**src/hdl/memory_map_consts.svh**
```systemverilog
`ifndef MEMORY_MAP_CONSTS_SVH
`define MEMORY_MAP_CONSTS_SVH

// Region bounds of the 64 Kbyte space
`define IO_LO 16'h0000
`define IO_HI 16'h007f
`define DIR_RAM_LO 16'h0090
`define DIR_RAM_HI 16'h00ff
`define GPR_LO 16'h0100
`define GPR_HI 16'h01ff
`define XIO_LO 16'h0f80
`define XIO_HI 16'h0fff
`define NVR_LO 16'hffbb
`define NVR_HI 16'hffbf
`define VEC_LO 16'hffc0
`define VEC_HI 16'hffff
// Banked direct window
`define BANK_OP_LO 8'h80
`define BANK_BASE 16'h0100
`define BANK_SPAN_SHIFT 7
`define BANK_TOP_SMALL 16'h028f
`define BANK_TOP_LARGE 16'h047f
`define BANK_PTR_RESET 3'h0
// Default RAM top and flash base of the build
`define RAM_TOP_DEFAULT 16'h047f
`define FLASH_LO_DEFAULT 16'h8000

`endif

```
**src/hdl/memory_map_pkg.sv**
```systemverilog
package memory_map_pkg;
  // Region a decoded address falls into
  typedef enum logic [3:0] {
    region_io,
    region_xio,
    region_ram_dir,
    region_ram_gpr,
    region_ram,
    region_flash,
    region_nvr,
    region_vector,
    region_none
  } region_t;

  // Addressing mode of a core access
  typedef enum logic [1:0] {
    mode_full,
    mode_direct,
    mode_gpr
  } access_mode_t;

  // Reset pin states
  typedef enum logic [1:0] {
    pin_por_reset,
    pin_reset_io,
    pin_gp_port
  } pin_state_t;
endpackage : memory_map_pkg

```
**src/hdl/direct_bank_xlate.sv**
```systemverilog
`include "memory_map_consts.svh"
// ------------------------------------------------------------
// Direct operand translation
// ------------------------------------------------------------
module direct_bank_xlate
  import memory_map_pkg::*;
(
  input wire logic [7:0] operand,
  input wire logic [2:0] direct_bank_pointer,
  input wire logic large_ram,
  output logic [15:0] bank_addr,
  output logic bank_over
);
  logic [15:0] top;

  // Low operands and pointer zero pass through; others land in 128-byte banks
  always_comb begin
    top = large_ram ? `BANK_TOP_LARGE : `BANK_TOP_SMALL;
    if (operand < `BANK_OP_LO || direct_bank_pointer == 3'h0) begin
      bank_addr = {8'h00, operand};
    end else begin
      bank_addr = `BANK_BASE
        + ({13'h0000, direct_bank_pointer - 3'h1} << `BANK_SPAN_SHIFT)
        + {9'h000, operand[6:0]};
    end
    bank_over = bank_addr > top;
  end
endmodule : direct_bank_xlate

```
**src/hdl/reset_pin_ctrl.sv**
```systemverilog
// ------------------------------------------------------------
// Shared reset pin control
// ------------------------------------------------------------
module reset_pin_ctrl
  import memory_map_pkg::*;
(
  input wire logic mclk,
  input wire logic rst,
  input wire logic ce,
  input wire logic config_written,
  input wire logic reset_output_enable,
  input wire logic reset_pin_function_select,
  input wire logic internal_reset,
  input wire logic port_out,
  input wire logic port_oe,
  input wire logic pin_in,
  output logic pin_out,
  output logic pin_oe,
  output logic ext_reset,
  output logic port_in
);
  pin_state_t state;
  pin_state_t next_state;

  // Pin starts as reset in/out; configuration picks its later use
  always_comb begin
    next_state = state;
    if (config_written) begin
      next_state = reset_pin_function_select ? pin_reset_io : pin_gp_port;
    end
  end

  always_ff @(posedge mclk or posedge rst) begin
    if (rst) begin
      state <= pin_por_reset;
    end else if (ce) begin
      state <= next_state;
    end
  end

  // Open-drain style reset output drives low while internal reset is held; once configured, only if reset_output_enable is set
  always_comb begin
    pin_out = 1'b0;
    pin_oe = 1'b0;
    ext_reset = 1'b0;
    port_in = 1'b0;
    case (state)
      pin_por_reset: begin
        pin_oe = internal_reset;
        ext_reset = !pin_in;
      end
      pin_reset_io: begin
        pin_oe = internal_reset && reset_output_enable;
        ext_reset = !pin_in;
      end
      pin_gp_port: begin
        pin_out = port_out;
        pin_oe = port_oe || (internal_reset && reset_output_enable);
        if (internal_reset && reset_output_enable) begin
          pin_out = 1'b0;
        end
        port_in = pin_in;
      end
      default: begin
        pin_oe = 1'b0;
      end
    endcase
  end
endmodule : reset_pin_ctrl

```
**src/hdl/memory_map_bank_decoder.sv**
```systemverilog
`include "memory_map_consts.svh"
// Operation
// - 0x0000-0x007F go to peripheral registers, memory and direct access.
// - 0x0F80-0x0FFF go to extended peripheral registers.
// - RAM 0x0090-0x00FF reachable by direct addressing.
// - 0x0100-0x01FF is RAM and also general-purpose registers.
// - 0xFFC0-0xFFFF is the vector table in flash.
// - 0xFFBB-0xFFBF holds non-volatile register data.
// - Direct operands 0x00-0x7F pass through regardless of bank pointer.
// - Bank pointer resets to zero; values 1-7 select 128-byte banks from 0x0100.
// - Banked top is 0x028F on small RAM, 0x047F otherwise.
// - Shared pin is reset I/O after power-on; config bits steer it.
// - The decoded space is 64 Kbyte; addresses in no region decode as region_none.
module memory_map_bank_decoder
  import memory_map_pkg::*;
#(
  parameter logic large_ram = 1'b1,
  parameter logic [15:0] ram_top = `RAM_TOP_DEFAULT,
  parameter logic [15:0] flash_lo = `FLASH_LO_DEFAULT
)
(
  input wire logic mclk,
  input wire logic rst,
  input wire logic ce,
  input wire logic req,
  input wire logic [15:0] cpu_addr,
  input wire logic [1:0] cpu_mode,
  input wire logic [2:0] bank_ptr_wdata,
  input wire logic bank_ptr_we,
  input wire logic config_we,
  input wire logic reset_output_enable,
  input wire logic reset_pin_function_select,
  input wire logic internal_reset,
  input wire logic port_out,
  input wire logic port_oe,
  input wire logic shared_port_pin_in,
  input wire logic debug_mode_pin,
  output logic [15:0] phys_addr,
  output logic [3:0] region,
  output logic sel_io,
  output logic sel_xio,
  output logic sel_ram,
  output logic sel_gpr,
  output logic sel_flash,
  output logic sel_nvr,
  output logic sel_vector,
  output logic direct_ok,
  output logic bank_fault,
  output logic [2:0] direct_bank_pointer,
  output logic shared_port_pin_out,
  output logic shared_port_pin_oe,
  output logic ext_reset,
  output logic port_in,
  output logic debug_request
);
  // ------------------------------------------------------------
  // Decoding helpers
  // ------------------------------------------------------------

  // Inclusive range check, used for every region
  function automatic logic in_range(input logic [15:0] a, input logic [15:0] lo,
                                    input logic [15:0] hi);
    in_range = (a >= lo) && (a <= hi);
  endfunction : in_range

  // Region lookup over the whole 16-bit space; anything unclaimed is region_none
  function automatic region_t classify(input logic [15:0] a);
    if (in_range(a, `IO_LO, `IO_HI)) begin
      classify = region_io;
    end else if (in_range(a, `XIO_LO, `XIO_HI)) begin
      classify = region_xio;
    end else if (in_range(a, `DIR_RAM_LO, `DIR_RAM_HI)) begin
      classify = region_ram_dir;
    end else if (in_range(a, `GPR_LO, `GPR_HI)) begin
      classify = region_ram_gpr;
    end else if (in_range(a, `GPR_HI + 16'h0001, ram_top)) begin
      classify = region_ram;
    end else if (in_range(a, `VEC_LO, `VEC_HI)) begin
      classify = region_vector;
    end else if (in_range(a, `NVR_LO, `NVR_HI)) begin
      classify = region_nvr;
    end else if (in_range(a, flash_lo, `NVR_LO - 16'h0001)) begin
      classify = region_flash;
    end else begin
      classify = region_none;
    end
  endfunction : classify

  // ------------------------------------------------------------
  // Direct bank pointer
  // ------------------------------------------------------------
  logic [2:0] next_direct_bank_pointer;

  always_comb begin
    next_direct_bank_pointer = direct_bank_pointer;
    if (bank_ptr_we) begin
      next_direct_bank_pointer = bank_ptr_wdata;
    end
  end

  // Pointer comes up at bank zero so direct operands map to themselves
  always_ff @(posedge mclk or posedge rst) begin
    if (rst) begin
      direct_bank_pointer <= `BANK_PTR_RESET;
    end else if (ce) begin
      direct_bank_pointer <= next_direct_bank_pointer;
    end
  end

  // ------------------------------------------------------------
  // Address translation
  // ------------------------------------------------------------
  logic [15:0] bank_addr;
  logic bank_over;

  direct_bank_xlate u_xlate (
    .operand(cpu_addr[7:0]),
    .direct_bank_pointer(direct_bank_pointer),
    .large_ram(large_ram),
    .bank_addr(bank_addr),
    .bank_over(bank_over)
  );

  logic [15:0] eff_addr;
  logic eff_fault;
  region_t eff_region;

  // Only direct fetches are banked; a GPR fetch names a byte of 0x0100-0x01FF
  always_comb begin
    eff_fault = 1'b0;
    case (access_mode_t'(cpu_mode))
      mode_direct: begin
        eff_addr = bank_addr;
        eff_fault = bank_over;
      end
      mode_gpr: begin
        eff_addr = `GPR_LO | {8'h00, cpu_addr[7:0]};
      end
      mode_full: begin
        eff_addr = cpu_addr;
      end
      default: begin
        eff_addr = cpu_addr;
      end
    endcase
    eff_region = eff_fault ? region_none : classify(eff_addr);
  end

  // ------------------------------------------------------------
  // Registered decode outputs
  // ------------------------------------------------------------
  logic [15:0] next_phys_addr;
  region_t region_q;
  region_t next_region;
  logic next_fault;
  logic next_direct_ok;

  // Hold the last decode when no request is made, so the outputs stay stable
  always_comb begin
    next_phys_addr = phys_addr;
    next_region = region_q;
    next_fault = bank_fault;
    next_direct_ok = direct_ok;
    if (req) begin
      next_phys_addr = eff_addr;
      next_region = eff_region;
      next_fault = eff_fault;
      next_direct_ok = (eff_region == region_io) || (eff_region == region_ram_dir)
        || ((eff_region == region_ram_gpr || eff_region == region_ram)
            && (access_mode_t'(cpu_mode) == mode_direct));
    end
  end

  always_ff @(posedge mclk or posedge rst) begin
    if (rst) begin
      phys_addr <= 16'h0000;
      region_q <= region_none;
      bank_fault <= 1'b0;
      direct_ok <= 1'b0;
    end else if (ce) begin
      phys_addr <= next_phys_addr;
      region_q <= next_region;
      bank_fault <= next_fault;
      direct_ok <= next_direct_ok;
    end
  end

  // Selects follow the registered region; sel_ram also covers GPR and sel_flash also covers NVR and vectors
  always_comb begin
    region = region_q;
    sel_io = (region_q == region_io);
    sel_xio = (region_q == region_xio);
    sel_gpr = (region_q == region_ram_gpr);
    sel_ram = (region_q == region_ram_dir) || sel_gpr || (region_q == region_ram);
    sel_nvr = (region_q == region_nvr);
    sel_vector = (region_q == region_vector);
    sel_flash = (region_q == region_flash) || sel_nvr || sel_vector;
  end

  // ------------------------------------------------------------
  // Shared reset pin and debug pin
  // ------------------------------------------------------------
  reset_pin_ctrl u_pin (
    .mclk(mclk),
    .rst(rst),
    .ce(ce),
    .config_written(config_we),
    .reset_output_enable(reset_output_enable),
    .reset_pin_function_select(reset_pin_function_select),
    .internal_reset(internal_reset),
    .port_out(port_out),
    .port_oe(port_oe),
    .pin_in(shared_port_pin_in),
    .pin_out(shared_port_pin_out),
    .pin_oe(shared_port_pin_oe),
    .ext_reset(ext_reset),
    .port_in(port_in)
  );

  logic debug_q;
  logic next_debug_q;

  // Debug is only sampled once reset output is released; a low pin during reset
  // is the far side's fault and is deliberately not guarded here
  always_comb begin
    next_debug_q = debug_q;
    if (!internal_reset) begin
      next_debug_q = !debug_mode_pin;
    end
  end

  always_ff @(posedge mclk or posedge rst) begin
    if (rst) begin
      debug_q <= 1'b0;
    end else if (ce) begin
      debug_q <= next_debug_q;
    end
  end

  assign debug_request = debug_q;
endmodule : memory_map_bank_decoder

```
**config.mk**
```make
export PLATFORM = sky130hd
export DESIGN_NAME = memory_map_bank_decoder
export DESIGN_NICKNAME = d
export VERILOG_FILES = /design/src/hdl/memory_map_pkg.sv /design/src/hdl/direct_bank_xlate.sv /design/src/hdl/reset_pin_ctrl.sv /design/src/hdl/memory_map_bank_decoder.sv
export VERILOG_INCLUDE_DIRS = /design/src /design/src/hdl
export SDC_FILE = /design/constraint.sdc
export NUM_CORES = 1
export LEC_CHECK = 0
export ABC_AREA = 1
export BUFFER_PORTS_ARGS = -buffer_cell sky130_fd_sc_hd__buf_2
export CAP_MARGIN = 20
export CORE_MARGIN = 4
export CORE_UTILIZATION = 48
export CTS_CLUSTER_SIZE = 25
export DETAILED_ROUTE_END_ITERATION = 10
export GPL_TIMING_DRIVEN = 0
export PLACE_DENSITY = 0.79
export SLEW_MARGIN = 10
export SYNTH_ARGS = -nofsm -noshare
export SYNTH_HDL_FRONTEND = slang
export SYNTH_SLANG_ARGS = --single-unit
```
**constraint.sdc**
```tcl
create_clock -name mclk -period 2.65 [get_ports mclk]
set_input_delay 0.1325 -clock mclk [delete_from_list [all_inputs] [get_ports mclk]]
set_output_delay 0.1325 -clock mclk [all_outputs]
set_load 0.01 [all_outputs]
```
==> run metrics <==
clock period minus final worst setup slack=2320 ps; leading cell types by total area after synthesis=dfrtp_1 39%, nand2_1 14%, inv_1 6.8%; Synth Area in Simple Gates=35.6%; die height=68.5 µm; diodes inserted=0; area growth from synthesis to layout=27.5%; upper clock frequency limit=430 MHz; die area=4690 µm²; Max rail drop VDD=227 µV; switching part of the total power=34.2%; total placed cells including tap cells=360; depth of the worst register-to-register path=15; H-Tree Depth=1; portion of the post-synthesis area used by sequential elements=40.0%; xor/xnor share of the synthesized area=0.499%; internal power=0.000773 W; maximum number of pins on one net before global-route repair=29; cell type of the slowest stage on the worst timing path=dfrtp_1; mapped cell area=1750 µm²; start point of the critical path=direct_bank_pointer[0]; setup slack of the most critical reg-to-reg path=330 ps; number of pins exceeding their max-slew limit in the final report=0; commonest non-fill, non-tap cell in the layout=buf_2; max-slew headroom at the worst pin=59.9%; dominant cell type by count on the critical path=nand2_1; layout net count=360; max-cap violations=0; commonest cells after routing, fill and taps aside=70 x buf_2, 64 x nand2_1, 32 x inv_1; via count of the first global-routing pass=1616; largest incremental delay on the critical path=350 ps; final worst-path cycle share=87.7%; syn_area_per_cell=7.16 µm²; number of failing setup endpoints in the final timing report=0; Clock Power Share=22.5%; Final GP Congestion=0.838; startpoint-to-endpoint class of the critical path=register to register; number of standard cells in the final layout excluding fillers=366; fraction of layout instances using a drive strength above 1=31.9%; net count of the mapped netlist=284; DIE WIDTH=68.5 µm; unrepaired setup endpoints after global routing=no; CP Data Arrival Time=2500 ps; number of antenna-violating nets in the routed design=0; total power density per cell area=525 nW/µm²; RR Endpoint=direct_ok; Port Buffers=69; highest metal layer with signal wires=met4; register share of total power=44.4%; Yosys warning count=0; area share of the largest cell type after synthesis=38.5%; initial antenna violation count=0; placement row count=21; number of standard cells after synthesis=245; final hold viol count=0; leakage power summed over all cells=1.27 nW; number of vias in the routed layout=1769; post-route met1 wirelength=1.87 mm; total length of routed met3 wires=331 µm; total half-perimeter wirelength after legalization and detailed placement=3.39 mm; latest clock arrival within the worst-skew pair=280 ps; Hold Path Depth=2; post-layout worst setup margin=326 ps; total number of clock tree sinks=28; clock input transition at the sequential cells of the worst setup and hold paths=100 ps; element type at the critical path start=register; DRC violations left=0; worst-case clock buffer depth=2; first-pass iteration count of the detailed router=4; overall fraction of global-route tracks in use=18.4%; Distinct cells, synth=29; final sum of negative setup slack=0 ps; worst endpoint required time=2820 ps; count of routing violations after the opening detailed-route iteration=96; outcome=complete, no violations; via density per instance=4.83; Final Skew=7.60 ps; complex-gate fraction of the synthesized area=11.5%; Detail Route met2 WL=1.97 mm; initial core utilization=51.0%; Core ar.=3440 µm²; per-cell routed wire length=11.5 µm; wire length of the first global-routing pass=6.70 mm; aggregate global routing overflow=0; combinational share of power=33.1%; net switching power=0.000402 W; TritonCTS Buffers=3; mux contribution to synthesized area=0%; worst hold-check path type=input pin to register; buffer type at the clock tree root=clkbuf_8; destination of the critical timing path=direct_ok; start of the worst register-to-register path=direct_bank_pointer[0]; post-synthesis cell type with the largest combined area=dfrtp_1; main combinational cell family by area after synthesis=simple AND/OR/NAND/NOR gates; boundary pin count=71; Critical Path End Type=register; peak fanout along the critical path=5; register bit total from synthesis=28; DRT Wirelength=4.21 mm; cells along the critical path=inv_1 > ha_1 > xor2_1 > ha_1 > nand3_1 > nor2_1 > nor2_2 > nand3_1 > nand2_1 > a21oi_2 > or2_1 > nand2_1 > nand2_1 > nand2_1 > nand2_1; adder-cell area share of the yosys netlist=3.57%; dpl ws=369 ps; transition time of the tightest slew-check pin=601 ps; CTS tree=done
-- area by class of cell --
class | instances | area [µm²]
inverters | 34 | 128
multi-input cells | 178 | 897
repair buffers | 71 | 370
plain buffers | 5 | 27.5
flip-flops and latches | 28 | 702
clock buffers | 4 | 55.1
fillers | 321 | 1200
well taps | 46 | 57.6
-- power by group through the flow --
stage / clock network, W / logic [W] / registers, W
2_1_floorplan: 0 / 0.000218 / 0.000556
3_3_place_gp: 0 / 0.000378 / 0.000527
3_5_place_dp: 0 / 0.000388 / 0.000529
4_1_cts: 0.000271 / 0.000389 / 0.000521
5_1_grt: 0.000282 / 0.000438 / 0.000528
6_report: 0.000265 / 0.000389 / 0.000521
-- how the worst min path moves through the flow --
stage                              start       endpoint  slack (ps)
final                     debug_mode_pin  debug_request          40
after global routing      debug_mode_pin  debug_request          50
after CTS                 debug_mode_pin  debug_request          40
after detailed placement  debug_mode_pin  debug_request         340
after global placement    debug_mode_pin  debug_request         330
after floorplan                      rst     bank_fault         200
-- cell families after synthesis --
logic type               Yosys count
adder cells (fa/ha/maj)            5
AO/OA/AOI/OAI                     36
XOR/XNOR                           1
flip-flops                        28
buffers and inverters             39
AND/OR/NAND/NOR                  136
-- state kept, by name, summed over array words and instances, names as in the netlist --
| name | cells |
|---|---|
| phys_addr | 16 |
| debug_request | 1 |
| region | 4 |
| u_pin.state | 2 |
| direct_ok | 1 |
| direct_bank_pointer | 3 |
| bank_fault | 1 |
-- synthesized netlist by cell type, drive strengths merged --
library cell	n
a22oi	1
clkbuf	3
o22ai	1
inv	34
nor3	5
nand4	5
dfstp	1
a31oi	1
o21a	1
buf	2
o31ai	1
o21ai	19
or2	2
nand3	15
nand2	74
ha	5
dfrtp	27
nor2	35
a21oi	12
xor2	1
-- metal layers --
| metal | track usage [%] | vias up |
|---|---|---|
| met5 | 0 | - |
| met4 | 5.96 | 0 |
| met3 | 2.63 | 4 |
| met2 | 31.6 | 66 |
| met1 | 23.5 | 771 |
| li1 | - | 928 |
-- per-stage QoR --
step | instance area [µm²] | hold slack (ps) | util, % | total power [W]
2_1_floorplan | 1750 | 197 | - | 0.000774
5_1_grt | 2240 | 48.6 | 65.0 | 0.00125
3_3_place_gp | 2160 | 334 | 62.7 | 0.000905
6_report | 2240 | 38.2 | 65.0 | 0.00118
4_1_cts | 2210 | 38.5 | 64.3 | 0.00118
3_5_place_dp | 2160 | 338 | 62.7 | 0.000917
-- critical path, delay by kind of cell, from the launching register on --
| family | cells | cell delay, ps |
|---|---|---|
| buf+inv | 1 | 90 |
| fa+ha+maj | 2 | 510 |
| simple gates | 10 | 1060 |
| xor+xnor | 1 | 160 |
| compound gates | 1 | 60 |
| flops | 1 | 350 |
-- what timing repair did --
action | in CTS | in global routing
endpoints found under the hold margin | 0 | 14
gates resized for setup | 0 | 0
hold buffers | 0 | 1
buffers inserted | 0 | 0
Note: power is estimated with default switching activity, not from simulation.
